--- src/hw/sfc_pkg.sv ---
/*
  Package for the serial flash setting-command decoder: opcodes, register
  reset values, mode codes and the Wishbone register map.
  Assumes a 100 MHz system clock and a slower serial clock sampled by it.
*/
package sfc_pkg;

  ////////////////////////////////////////////////////////////////////////////
  // Opcodes
  localparam logic [7:0] OP_SET_WRITE_LATCH   = 8'h06;
  localparam logic [7:0] OP_CLEAR_WRITE_LATCH = 8'h04;
  localparam logic [7:0] OP_STATUS_READ       = 8'h05;
  localparam logic [7:0] OP_CONFIG_READ       = 8'h15;
  localparam logic [7:0] OP_STATUS_CFG_WRITE  = 8'h01;
  localparam logic [7:0] OP_EXT_ADDR_READ     = 8'hc8;
  localparam logic [7:0] OP_EXT_ADDR_WRITE    = 8'hc5;
  localparam logic [7:0] OP_PROTECT_SELECT    = 8'h68;
  localparam logic [7:0] OP_QUAD_ENTER        = 8'h35;
  localparam logic [7:0] OP_QUAD_EXIT         = 8'hf5;
  localparam logic [7:0] OP_WIDE_ENTER        = 8'hb7;
  localparam logic [7:0] OP_WIDE_EXIT         = 8'he9;
  localparam logic [7:0] OP_SUSPEND_A         = 8'hb0;
  localparam logic [7:0] OP_SUSPEND_B         = 8'h75;
  localparam logic [7:0] OP_RESUME_A          = 8'h30;
  localparam logic [7:0] OP_RESUME_B          = 8'h7a;
  localparam logic [7:0] OP_SLEEP_ENTER       = 8'hb9;
  localparam logic [7:0] OP_SLEEP_RELEASE     = 8'hab;
  localparam logic [7:0] OP_BURST_LENGTH      = 8'hc0;
  localparam logic [7:0] OP_BOOT_READ         = 8'h16;
  localparam logic [7:0] OP_BOOT_WRITE        = 8'h17;
  localparam logic [7:0] OP_BOOT_ERASE        = 8'h18;

  ////////////////////////////////////////////////////////////////////////////
  // Reset values and counts
  localparam logic [7:0]  STATUS_RST    = 8'h00;
  localparam logic [7:0]  CONFIG_RST    = 8'h00;
  localparam logic [7:0]  EXT_ADDR_RST  = 8'h00;
  localparam logic [7:0]  BURST_RST     = 8'h00;
  localparam logic [31:0] BOOT_RST      = 32'hffff_ffff;
  localparam logic [2:0]  BOOT_BYTES    = 3'h4;
  localparam int          STATUS_LATCH_BIT = 1;

  ////////////////////////////////////////////////////////////////////////////
  // Wishbone register map (byte addresses)
  localparam logic [7:0] REG_STATE    = 8'h00;
  localparam logic [7:0] REG_STATUS   = 8'h04;
  localparam logic [7:0] REG_CONFIG   = 8'h08;
  localparam logic [7:0] REG_EXT_ADDR = 8'h0c;
  localparam logic [7:0] REG_BURST    = 8'h10;
  localparam logic [7:0] REG_BOOT     = 8'h14;
  localparam logic [7:0] REG_EVENTS   = 8'h18;

  // Bit positions inside REG_STATE
  localparam int ST_LATCH   = 0;
  localparam int ST_QUAD    = 1;
  localparam int ST_WIDE    = 2;
  localparam int ST_PROTECT = 3;
  localparam int ST_SUSPEND = 4;
  localparam int ST_SLEEP   = 5;

  ////////////////////////////////////////////////////////////////////////////
  // Frame engine states
  typedef enum logic [3:0] {
    SFC_IDLE = 4'b0001,
    SFC_OPC  = 4'b0010,
    SFC_DATA = 4'b0100,
    SFC_SKIP = 4'b1000
  } sfc_state_t;

  // Serial pins as seen by the device
  typedef struct packed {
    logic       cs_n;
    logic       sclk;
    logic [3:0] dq;
  } sfc_pins_t;

endpackage : sfc_pkg

--- src/hw/sfc_decoder.sv ---
/*
  Setting-command decoder of a serial multi-line flash device. Samples the
  host's chip select, serial clock and data lines with the 100 MHz clock,
  decodes register/setting opcodes, shifts read data out and exposes the
  resulting state over a classic Wishbone slave.
  Assumes the serial clock is at most a quarter of clk_i; mode 0 timing
  (data sampled on rising sclk, driven after falling sclk).
*/
// Added by the designer: register access over Wishbone and the register offsets.
`timescale 1ns/1ns
module sfc_decoder (
  // System
  input  wire logic                clk_i,
  input  wire logic                rst_i,
  // Serial pins from the host
  input  wire sfc_pkg::sfc_pins_t  pins_i,
  output logic [3:0]               dq_o,
  output logic [3:0]               dq_oe_n_o,
  // Status for the array engine
  output logic                     addr_four_bytes_o,
  output logic                     suspend_req_o,
  output logic                     resume_req_o,
  // Wishbone slave
  input  wire logic                wb_cyc_i,
  input  wire logic                wb_stb_i,
  input  wire logic                wb_we_i,
  input  wire logic [7:0]          wb_adr_i,
  input  wire logic [3:0]          wb_sel_i,
  input  wire logic [31:0]         wb_dat_i,
  output logic [31:0]              wb_dat_o,
  output logic                     wb_ack_o
);
  import sfc_pkg::*;

  ////////////////////////////////////////////////////////////////////////////
  // Pin synchronisers: two flops before anything reads a pin
  logic [5:0] sync1_ff;
  logic [5:0] sync2_ff;
  logic       sclk_d_ff;
  always_ff @(posedge clk_i) begin
    if (rst_i) begin
      sync1_ff  <= 6'h01;
      sync2_ff  <= 6'h01;
      sclk_d_ff <= 1'b0;
    end else begin
      sync1_ff  <= {pins_i.dq, pins_i.sclk, pins_i.cs_n};
      sync2_ff  <= sync1_ff;
      sclk_d_ff <= sync2_ff[1];
    end
  end

  logic       cs_n;
  logic [3:0] dq_in;
  logic       sclk_rise;
  logic       sclk_fall;
  logic       cs_n_d_ff;
  assign cs_n      = sync2_ff[0];
  assign dq_in     = sync2_ff[5:2];
  assign sclk_rise = ~cs_n & sync2_ff[1] & ~sclk_d_ff;
  assign sclk_fall = ~cs_n & ~sync2_ff[1] & sclk_d_ff;

  always_ff @(posedge clk_i) begin
    if (rst_i) cs_n_d_ff <= 1'b1;
    else       cs_n_d_ff <= cs_n;
  end

  logic frame_start;
  logic frame_end;
  assign frame_start = cs_n_d_ff & ~cs_n;
  assign frame_end   = ~cs_n_d_ff & cs_n;

  ////////////////////////////////////////////////////////////////////////////
  // Device state
  logic        write_latch_ff;
  logic        quad_ff;
  logic        wide_ff;
  logic        protect_ff;
  logic        suspend_ff;
  logic        sleep_ff;
  logic [7:0]  status_ff;
  logic [7:0]  config_ff;
  logic [7:0]  ext_addr_ff;
  logic [7:0]  burst_ff;
  logic [31:0] boot_ff;

  ////////////////////////////////////////////////////////////////////////////
  // Byte assembly: 8 edges single-line, 2 edges four-line
  sfc_state_t  state_ff;
  logic [7:0]  shift_ff;
  logic [2:0]  bitcnt_ff;
  logic [7:0]  opcode_ff;
  logic [2:0]  nbytes_ff;
  logic [31:0] data_ff;
  logic        quad_frame_ff;    // Mode latched at frame start
  logic [7:0]  nxt_shift;
  logic        byte_done;
  assign nxt_shift = quad_frame_ff ? {shift_ff[3:0], dq_in} : {shift_ff[6:0], dq_in[0]};
  assign byte_done = sclk_rise & (quad_frame_ff ? (bitcnt_ff == 3'h1) : (bitcnt_ff == 3'h7));

  // Opcode legality in the current mode; illegal frames are swallowed
  function automatic logic op_legal(input logic [7:0] op, input logic quad, input logic sleep);
    logic ok;
    ok = 1'b1;
    if (sleep)
      ok = (op == OP_SLEEP_RELEASE);
    else if (op == OP_PROTECT_SELECT || op == OP_QUAD_ENTER ||
             op == OP_BOOT_READ || op == OP_BOOT_WRITE || op == OP_BOOT_ERASE)
      ok = ~quad;
    else if (op == OP_QUAD_EXIT)
      ok = quad;
    return ok;
  endfunction : op_legal

  // Frame sequencer
  always_ff @(posedge clk_i) begin
    if (rst_i) begin
      state_ff      <= SFC_IDLE;
      shift_ff      <= 8'h00;
      bitcnt_ff     <= 3'h0;
      opcode_ff     <= 8'h00;
      nbytes_ff     <= 3'h0;
      data_ff       <= 32'h0;
      quad_frame_ff <= 1'b0;
    end else if (cs_n) begin
      state_ff  <= SFC_IDLE;
      bitcnt_ff <= 3'h0;
    end else begin
      if (frame_start) begin
        state_ff      <= SFC_OPC;
        quad_frame_ff <= quad_ff;
        nbytes_ff     <= 3'h0;
        bitcnt_ff     <= 3'h0;
      end
      if (sclk_rise) begin
        shift_ff  <= nxt_shift;
        bitcnt_ff <= byte_done ? 3'h0 : bitcnt_ff + 3'h1;
      end
      if (byte_done) begin
        case (state_ff)
          SFC_OPC: begin
            opcode_ff <= nxt_shift;
            state_ff  <= op_legal(nxt_shift, quad_frame_ff, sleep_ff) ? SFC_DATA : SFC_SKIP;
          end
          SFC_DATA: begin
            if (nbytes_ff != BOOT_BYTES) begin
              data_ff   <= {data_ff[23:0], nxt_shift};
              nbytes_ff <= nbytes_ff + 3'h1;
            end
          end
          default: state_ff <= state_ff;
        endcase
      end
    end
  end

  ////////////////////////////////////////////////////////////////////////////
  // Commit at chip-select rise
  logic commit;
  assign commit = frame_end & (state_ff == SFC_DATA);

  // Mode and flag state
  always_ff @(posedge clk_i) begin
    if (rst_i) begin
      write_latch_ff <= 1'b0;
      quad_ff    <= 1'b0;
      wide_ff    <= 1'b0;
      protect_ff <= 1'b0;
      suspend_ff <= 1'b0;
      sleep_ff   <= 1'b0;
    end else if (commit) begin
      case (opcode_ff)
        OP_SET_WRITE_LATCH:   write_latch_ff <= 1'b1;
        OP_CLEAR_WRITE_LATCH: write_latch_ff <= 1'b0;
        OP_PROTECT_SELECT:    protect_ff <= write_latch_ff;
        OP_QUAD_ENTER:        quad_ff    <= 1'b1;
        OP_QUAD_EXIT:         quad_ff    <= 1'b0;
        OP_WIDE_ENTER:        wide_ff    <= 1'b1;
        OP_WIDE_EXIT:         wide_ff    <= 1'b0;
        OP_SUSPEND_A,
        OP_SUSPEND_B:         suspend_ff <= 1'b1;
        OP_RESUME_A,
        OP_RESUME_B:          suspend_ff <= 1'b0;
        OP_SLEEP_ENTER:       sleep_ff   <= 1'b1;
        OP_SLEEP_RELEASE:     sleep_ff   <= 1'b0;
        OP_STATUS_CFG_WRITE,
        OP_EXT_ADDR_WRITE,
        OP_BOOT_WRITE,
        OP_BOOT_ERASE:        write_latch_ff <= 1'b0;  // All writes but burst length consume the latch
        default:              write_latch_ff <= write_latch_ff;
      endcase
    end
  end

  // Data registers; status, config and boot writes need the latch, ext-address and burst writes only the byte count
  always_ff @(posedge clk_i) begin
    if (rst_i) begin
      status_ff   <= STATUS_RST;
      config_ff   <= CONFIG_RST;
      ext_addr_ff <= EXT_ADDR_RST;
      burst_ff    <= BURST_RST;
      boot_ff     <= BOOT_RST;
    end else if (commit) begin
      case (opcode_ff)
        OP_STATUS_CFG_WRITE: begin
          if (write_latch_ff && nbytes_ff == 3'h1) begin
            status_ff <= data_ff[7:0];
          end else if (write_latch_ff && nbytes_ff >= 3'h2) begin
            status_ff <= data_ff[15:8];
            config_ff <= data_ff[7:0];
          end
        end
        OP_EXT_ADDR_WRITE: begin
          if (nbytes_ff == 3'h1) ext_addr_ff <= data_ff[7:0];
        end
        OP_BURST_LENGTH: begin
          if (nbytes_ff != 3'h0) burst_ff <= data_ff[7:0];
        end
        OP_BOOT_WRITE: begin
          if (write_latch_ff && nbytes_ff == BOOT_BYTES) boot_ff <= data_ff;
        end
        OP_BOOT_ERASE: begin
          if (write_latch_ff) boot_ff <= BOOT_RST;
        end
        default: boot_ff <= boot_ff;
      endcase
    end
  end

  ////////////////////////////////////////////////////////////////////////////
  // Read-data shifter, driven after falling sclk once the opcode is in
  logic [7:0] rd_byte;
  logic       is_read;
  logic [7:0] live_status;
  assign live_status = {status_ff[7:STATUS_LATCH_BIT+1], write_latch_ff, status_ff[0]};
  always_comb begin
    is_read = 1'b1;
    rd_byte = 8'h00;
    case (opcode_ff)
      OP_STATUS_READ:   rd_byte = live_status;
      OP_CONFIG_READ:   rd_byte = config_ff;
      OP_EXT_ADDR_READ: rd_byte = ext_addr_ff;
      OP_BOOT_READ:     rd_byte = boot_ff[8*(3-nbytes_ff[1:0]) +: 8];
      default:          is_read = 1'b0;
    endcase
  end

  logic [7:0] out_ff;
  logic       drive_ff;
  always_ff @(posedge clk_i) begin
    if (rst_i || cs_n) begin
      out_ff   <= 8'h00;
      drive_ff <= 1'b0;
    end else if (sclk_fall && state_ff == SFC_DATA && is_read) begin
      drive_ff <= 1'b1;
      if (bitcnt_ff == 3'h0) out_ff <= rd_byte;   // New byte at each boundary
      else                   out_ff <= quad_frame_ff ? {out_ff[3:0], 4'h0} : {out_ff[6:0], 1'b0};
    end
  end

  // Single-line mode answers on line 1; four-line mode on all lines
  assign dq_o      = quad_frame_ff ? out_ff[7:4] : {2'b00, out_ff[7], 1'b0};
  assign dq_oe_n_o = ~drive_ff ? 4'hf : (quad_frame_ff ? 4'h0 : 4'hd);

  assign addr_four_bytes_o = wide_ff;
  assign suspend_req_o     = suspend_ff;
  assign resume_req_o      = ~suspend_ff;

  ////////////////////////////////////////////////////////////////////////////
  // Wishbone slave: one wait state, ack drops the cycle after
  logic [31:0] wb_rd;
  always_comb begin
    if (wb_adr_i == REG_STATE)
      wb_rd = {26'h0, sleep_ff, suspend_ff, protect_ff, wide_ff, quad_ff, write_latch_ff};
    else if (wb_adr_i == REG_STATUS)   wb_rd = {24'h0, live_status};
    else if (wb_adr_i == REG_CONFIG)   wb_rd = {24'h0, config_ff};
    else if (wb_adr_i == REG_EXT_ADDR) wb_rd = {24'h0, ext_addr_ff};
    else if (wb_adr_i == REG_BURST)    wb_rd = {24'h0, burst_ff};
    else if (wb_adr_i == REG_BOOT)     wb_rd = boot_ff;
    else if (wb_adr_i == REG_EVENTS)   wb_rd = {24'h0, opcode_ff};
    else                               wb_rd = 32'h0;
  end

  // Registers are read-only from the bus; writes are acknowledged and dropped
  always_ff @(posedge clk_i) begin
    if (rst_i) begin
      wb_ack_o <= 1'b0;
      wb_dat_o <= 32'h0;
    end else begin
      wb_ack_o <= wb_cyc_i & wb_stb_i & ~wb_ack_o;
      if (wb_cyc_i && wb_stb_i && !wb_ack_o && !wb_we_i) wb_dat_o <= wb_rd;
    end
  end

endmodule : sfc_decoder

--- config.mk ---
export PLATFORM = sky130hd
export DESIGN_NAME = sfc_decoder
export DESIGN_NICKNAME = d
export VERILOG_FILES = /design/src/hw/sfc_pkg.sv /design/src/hw/sfc_decoder.sv
export SDC_FILE = /design/constraint.sdc
export NUM_CORES = 1
export LEC_CHECK = 0
export BUFFER_PORTS_ARGS = -buffer_cell sky130_fd_sc_hd__buf_2
export CAP_MARGIN = 20
export CORE_ASPECT_RATIO = 2
export CORE_UTILIZATION = 53
export DETAILED_ROUTE_END_ITERATION = 16
export GPL_ROUTABILITY_DRIVEN = 0
export PLACE_DENSITY_LB_ADDON = 0.05
export SYNTH_ARGS = -nofsm -noshare
export SYNTH_HDL_FRONTEND = slang
export SYNTH_SLANG_ARGS = --single-unit
export TNS_END_PERCENT = 10
--- constraint.sdc ---
create_clock -name clk_i -period 2.23 [get_ports clk_i]
set_clock_uncertainty 0.1 [all_clocks]
set_input_delay 0.446 -clock clk_i [delete_from_list [all_inputs] [get_ports clk_i]]
set_output_delay 0.446 -clock clk_i [all_outputs]
set_load 0.01 [all_outputs]
# Yosys cells after proc, flatten, opt, wreduce, memory -nomap -nowiden

Cells that the tools add are included.
Widths: inputs -> output; s select.

Logic and storage cells: 184
Input port bits: 55
Bits in read-only memories: 0
RAM bits: 0
Bits in registers: 184
Output and inout port bits: 44
Memories kept: 0
Latch bits: 0

Shifts and indexed selects: 1
$lt $le $gt $ge: 1
$add $sub $neg: 3
Divide/modulo/power cells: 0
Reduce and logical (&&, ||, !) cells: 46
Bitwise operators: 18
$mul: 0
Equality and inequality tests: 45
Mux-type cells: 44

Operators with widths:

| cell               | number |
|---|---|
| $mux 32            | 8 |
| $eq 8x8->1 const B | 11 |
| $eq 8x5->1 const B | 10 |
| $pmux 32 s2        | 1 |
| $mux 8             | 6 |
| $shiftx 32x33->8   | 1 |
| $eq 8x3->1 const B | 4 |
| $eq 8x7->1 const B | 4 |
| $pmux 8 s4         | 1 |
| $eq 8x6->1 const B | 3 |
| $mux 4             | 6 |
| $mux 3             | 7 |
| $eq 8x4->1 const B | 2 |
| $reduce_and 2->1   | 8 |
| $reduce_bool 2->1  | 8 |
| $reduce_and 3->1   | 4 |
| $reduce_and 4->1   | 3 |
| $and 1x1->1        | 10 |
| $pmux 1 s2         | 5 |
| $mux 1             | 9 |
| $eq 8x1->1 const B | 1 |
| $logic_and 1x1->1  | 8 |
| $logic_not 8->1    | 1 |
| $not 1->1          | 8 |
| other kinds (18)   | 29 |

# Depth between registers and ports, before layout

Word-level depth: 15
Mapped depth: 9
Gate-level depth less buffers: 7

# Worst setup path after synthesis

Ideal clock, no wire load.

Kind: register -> register
Start: register nbytes_ff[0]
End: register boot_ff[10]
Path buffers: 2
Clock period less this slack: 2.240 ns
Required time: 2.060 ns
Setup slack: -0.010 ns
Library setup time: 0.070 ns
Cell stages (with the launch flop): 10
Data arrival time: 2.069 ns
Path through: dfxtp_1 > clkbuf_1 > inv_1 > ha_1 > nand2_1 > nor3_1 > o211ai_1 > clkbuf_1 > nor3_1 > o21bai_1

Longest elaborated chain between the ends: 4

RTL lines:

| what                       | RTL line           | RTL |
|---|---|---|
| from (decl)                | sfc_decoder.sv:92  | `logic [2:0] nbytes_ff;` |
| from (signal assigned)     | sfc_decoder.sv:147 | `nbytes_ff <= nbytes_ff + 3'h1;` |
| $eq 3x3->1                 | sfc_decoder.sv:219 | `if (write_latch_ff && nbytes_ff == BOOT_BYTES) boot_ff <= data_ff;` |
| $logic_and 1x1->1          | sfc_decoder.sv:219 |  |
| $ne 2x2->1 (no line)       | --                 |  |
| $reduce_and 4->1 (no line) | --                 |  |
| to (signal assigned)       | sfc_decoder.sv:219 |  |
| to (signal assigned)       | sfc_decoder.sv:224 | `default: boot_ff <= boot_ff;` |
| to (decl)                  | sfc_decoder.sv:84  | `logic [31:0] boot_ff;` |

No other way between the ends.
A chain may end at the register's enable or synchronous reset.

# Final worst setup path

Start: register state_ff[0]
End: register data_ff[2]

Longest elaborated chain between the ends: 2

RTL lines:

| what                       | RTL line           | RTL |
|---|---|---|
| from (decl)                | sfc_decoder.sv:88  | `sfc_state_t state_ff;` |
| from (signal assigned)     | sfc_decoder.sv:142 | `state_ff <= op_legal(nxt_shift, quad_frame_ff, sleep_ff) ? SFC_DATA : SFC_SKIP;` |
| from (signal assigned)     | sfc_decoder.sv:150 | `default: state_ff <= state_ff;` |
| $eq 4x3->1                 | sfc_decoder.sv:139 | `case (state_ff)` |
| $reduce_and 4->1 (no line) | --                 |  |
| to (signal assigned)       | sfc_decoder.sv:146 | `data_ff <= {data_ff[23:0], nxt_shift};` |
| to (decl)                  | sfc_decoder.sv:93  | `logic [31:0] data_ff;` |

No other way between the ends.

==> summary.md <==
| Metric | Value |
|---|---|
| Internal Power | `5.08 mW` |
| Share of total power in sequential cells | `50.8%` |
| Max Cap Violations | `0` |
| Number of global-route vias before repair | `7430` |
| Nets | `1088` |
| Synthesized-area fraction occupied by and/or/nand/nor cells | `22.6%` |
| Area share of the leading cell type in the synthesized netlist | `43.4%` |
| Result of the run | `finished, final reports clean` |
| Fraction of the mapped netlist area in adder cells | `0.741%` |
| Post-synthesis instance area | `8440 µm²` |
| Drt total wl | `25900 µm` |
| Mean number of vias per cell | `6.09` |
| Number of core rows | `64` |
| Most frequent cells in the layout | `dfxtp_1 (183), nor2_1 (140), nand2_1 (99)` |
| Number of enable flip-flop cells after synthesis | `0` |
| Required time of the worst setup path | `2480 ps` |
| Synth Register Bits | `183` |
| Static Leakage | `3.80 nW` |
| Leading cell type in the layout, fill and taps excluded | `dfxtp_1` |
| Post-CTS setup buffer count | `0` |
| Yosys synthesis warning count | `0` |
| Sequential-to-total area share from yosys stat | `43.4%` |
| Total negative slack for setup checks | `0 ps` |
| Clock network fraction of total power | `45.8%` |
| Min-delay worst type | `input port to register` |
| CTS tree | `done` |
| Routed wire length per instance | `20.9 µm` |
| Biggest fanout along the worst timing path | `27` |
| Post-synthesis compound-gate area fraction | `17.7%` |
| Combined global-route utilization of all metal layers | `32.6%` |
| Chip Width | `91.2 µm` |
| Max Clk Rate | `462 MHz` |
| Critical path endpoint category | `register` |
| Maximum vdd drop | `0.000570 V` |
| Share of flip-flops with an asynchronous set or reset | `0%` |
| Number of top-level pins | `99` |
| Diode count | `0` |
| Largest area contributor in the netlist | `dfxtp_1` |
| Clock insertion delay at the later pin of the skew report | `430 ps` |
| DPL Wire Length | `19200 µm` |
| Port bufs | `62` |
| Number of antenna violations at the first check in global routing | `1` |
| Area overhead of the layout relative to synthesis | `17.7%` |
| Chip Height | `180 µm` |
| Mean instance size in the synthesized netlist | `8.85 µm²` |
| Leading register cell type out of synthesis | `dfxtp_1` |
| Max_slew headroom | `62.2%` |
| Synthesized net count | `1014` |
| Die Area | `16500 µm²` |
| Share of the synthesized netlist area taken by xor and xnor gates | `0%` |
| Standard cell core area | `15500 µm²` |
| Pre-CTS worst setup slack | `82.5 ps` |
| Global-route wire length before repair | `40800 µm` |
| Combinational cell fraction of total power | `3.4%` |
| Drt first pass iters | `6` |
| Final ANT Viol Nets | `0` |
| Final global-route overflow total | `0` |
| CTS Root Buffer Type | `clkbuf_16` |
| Clock Sinks | `183` |
| CP startpoint kind | `register` |
| Period Utilization, post-route | `97.1%` |
| Fin crit period | `2160 ps` |
| Vias after detailed routing | `7543` |
| Post-synthesis instance total | `954` |
| Net switching component of the power | `1.42 mW` |
| Kind of critical path | `register to register` |
| Ranking of synthesized cells by area | `dfxtp_1 (43%), mux2i_1 (6.8%), nor2_1 (6.2%), nand2_1 (4.4%), nor3_1 (3.0%)` |
| Tightest Pin Transition | `568 ps` |
| Effective utilization at floorplan | `54.6%` |
| RSZ-0062 raised after global routing | `no` |
| Power density over the cells | `655 nW/µm²` |
| Multiplexer area fraction after synthesis | `11.0%` |
| Least setup slack across all paths after layout | `65.2 ps` |
| Clock transition at path regs | `60 ps` |
| Main combinational cell family by area after synthesis | `simple AND/OR/NAND/NOR gates` |
| Hold violation count in the final report | `0` |
| Maximum count of clock buffers along a single path | `2` |
| Final number of setup-violating endpoints | `0` |
| First DRT Iteration DRCs | `481` |
| Largest net degree at the start of global routing | `111` |
| Number of remaining DRC errors | `0` |
| Switching part of the total | `21.9%` |
| Final-layout fill cell count | `1324` |
| Arrival time at the worst endpoint | `2410 ps` |
| CTS buffer count | `17` |
| Library cells used by synthesis | `71` |
| Max Slew Vio Count | `0` |
| Share of post-route cells with drive strength above 1 | `20.4%` |
| H-tree levels | `4` |
-- final timing paths --
path / from / end / slack, ps / cells past startpoint
max: state_ff[0] / data_ff[2] / 70 / 6
min: pins_i[5] / sync1_ff[0] / 90 / 2
max reg2reg: state_ff[0] / data_ff[2] / 70 / 6
min reg2reg: sync1_ff[0] / sync2_ff[0] / 330 / 1
-- final cells by class --
cell class                 count  area [µm²]  share of cell area (%)
clock inverter                10         121                    1.22
sequential                   183        3660                    36.9
tap                          198         248                    2.49
clock buffer                  21         460                    4.63
inverter                      14        52.6                   0.529
multi-input combinational    680        4430                    44.6
timing repair buffer         132         963                    9.70
-- logic make-up after synthesis --
kind of cell | after synthesis
AOI/OAI and AO/OA | 207
adders and majority gates | 5
buffers and inverters | 91
DFF | 183
muxes | 80
and+or+nand+nor | 388
-- power by group through the flow --
stage          clock network, mW  registers [mW]  logic (mW)
2_1_floorplan                  0            3.37       0.139
3_3_place_gp                   0            3.38       0.215
3_5_place_dp                   0            3.38       0.219
4_1_cts                     3.03            3.30       0.219
5_1_grt                     3.15            3.30       0.240
6_report                    2.98            3.30       0.222
-- cells in the mapped netlist, types with 6 or more instances --
master	count
mux2i_1	57
a221oi_1	8
nor2_1	140
nand2_1	99
nor3_1	51
mux4_2	9
a22oi_1	27
and2_1	10
buf_2	18
a211oi_2	7
a211oi_1	16
dfxtp_1	183
o31ai_1	10
inv_1	13
o21ai_0	10
nand2b_1	7
mux2_2	14
a21oi_1	50
clkbuf_1	52
nor2b_1	25
o21bai_1	34
a2111oi_0	9
nand3_1	7
a31oi_1	6
-- critical path, stage by stage (launching register included) --
cell      delay, ps
dfxtp_1         360
or4b_4          570
a211oi_4        350
and2_4          230
buf_12          170
nor2_1           60
a211oi_2        210
-- flip-flops by register name, indices dropped and copies added (netlist names), 3 cells and up --
signal	flops
boot_ff	32
data_ff	32
wb_dat_o	32
burst_ff	8
config_ff	8
ext_addr_ff	8
opcode_ff	8
out_ff	8
shift_ff	7
status_ff	7
sync1_ff	6
sync2_ff	6
state_ff	4
bitcnt_ff	3
nbytes_ff	3
-- stage by stage --
stage	hold WS, ps	utilization [%]	cell area (µm²)	power (mW)	std cells
final	93.7	64.3	9940	6.50	1238
after global routing	99.0	64.3	9940	6.70	1238
after CTS	89.3	64.2	9920	6.55	1238
after detailed placement	315	60.4	9340	3.60	1207
after global placement	294	60.4	9340	3.59	1207
after floorplan	289	-	8440	3.51	954
-- layer usage --
metal	part of all wire (%)	vias to the layer above	track usage [%]
met2	53	262	58.8
met3	4.1	87	5.82
met4	8.5	2	25.8
met1	35	3650	32.1
li1	-	3542	-
met5	0.066	-	0
-- what timing repair did --
action | 4_1_cts | 5_1_grt
hold buffers | 0 | 0
setup endpoints to repair | 0 | 3
gates resized for setup | 0 | 3
hold endpoints to repair | 0 | 0
No activity file was read; power rests on OpenSTA's default activity.
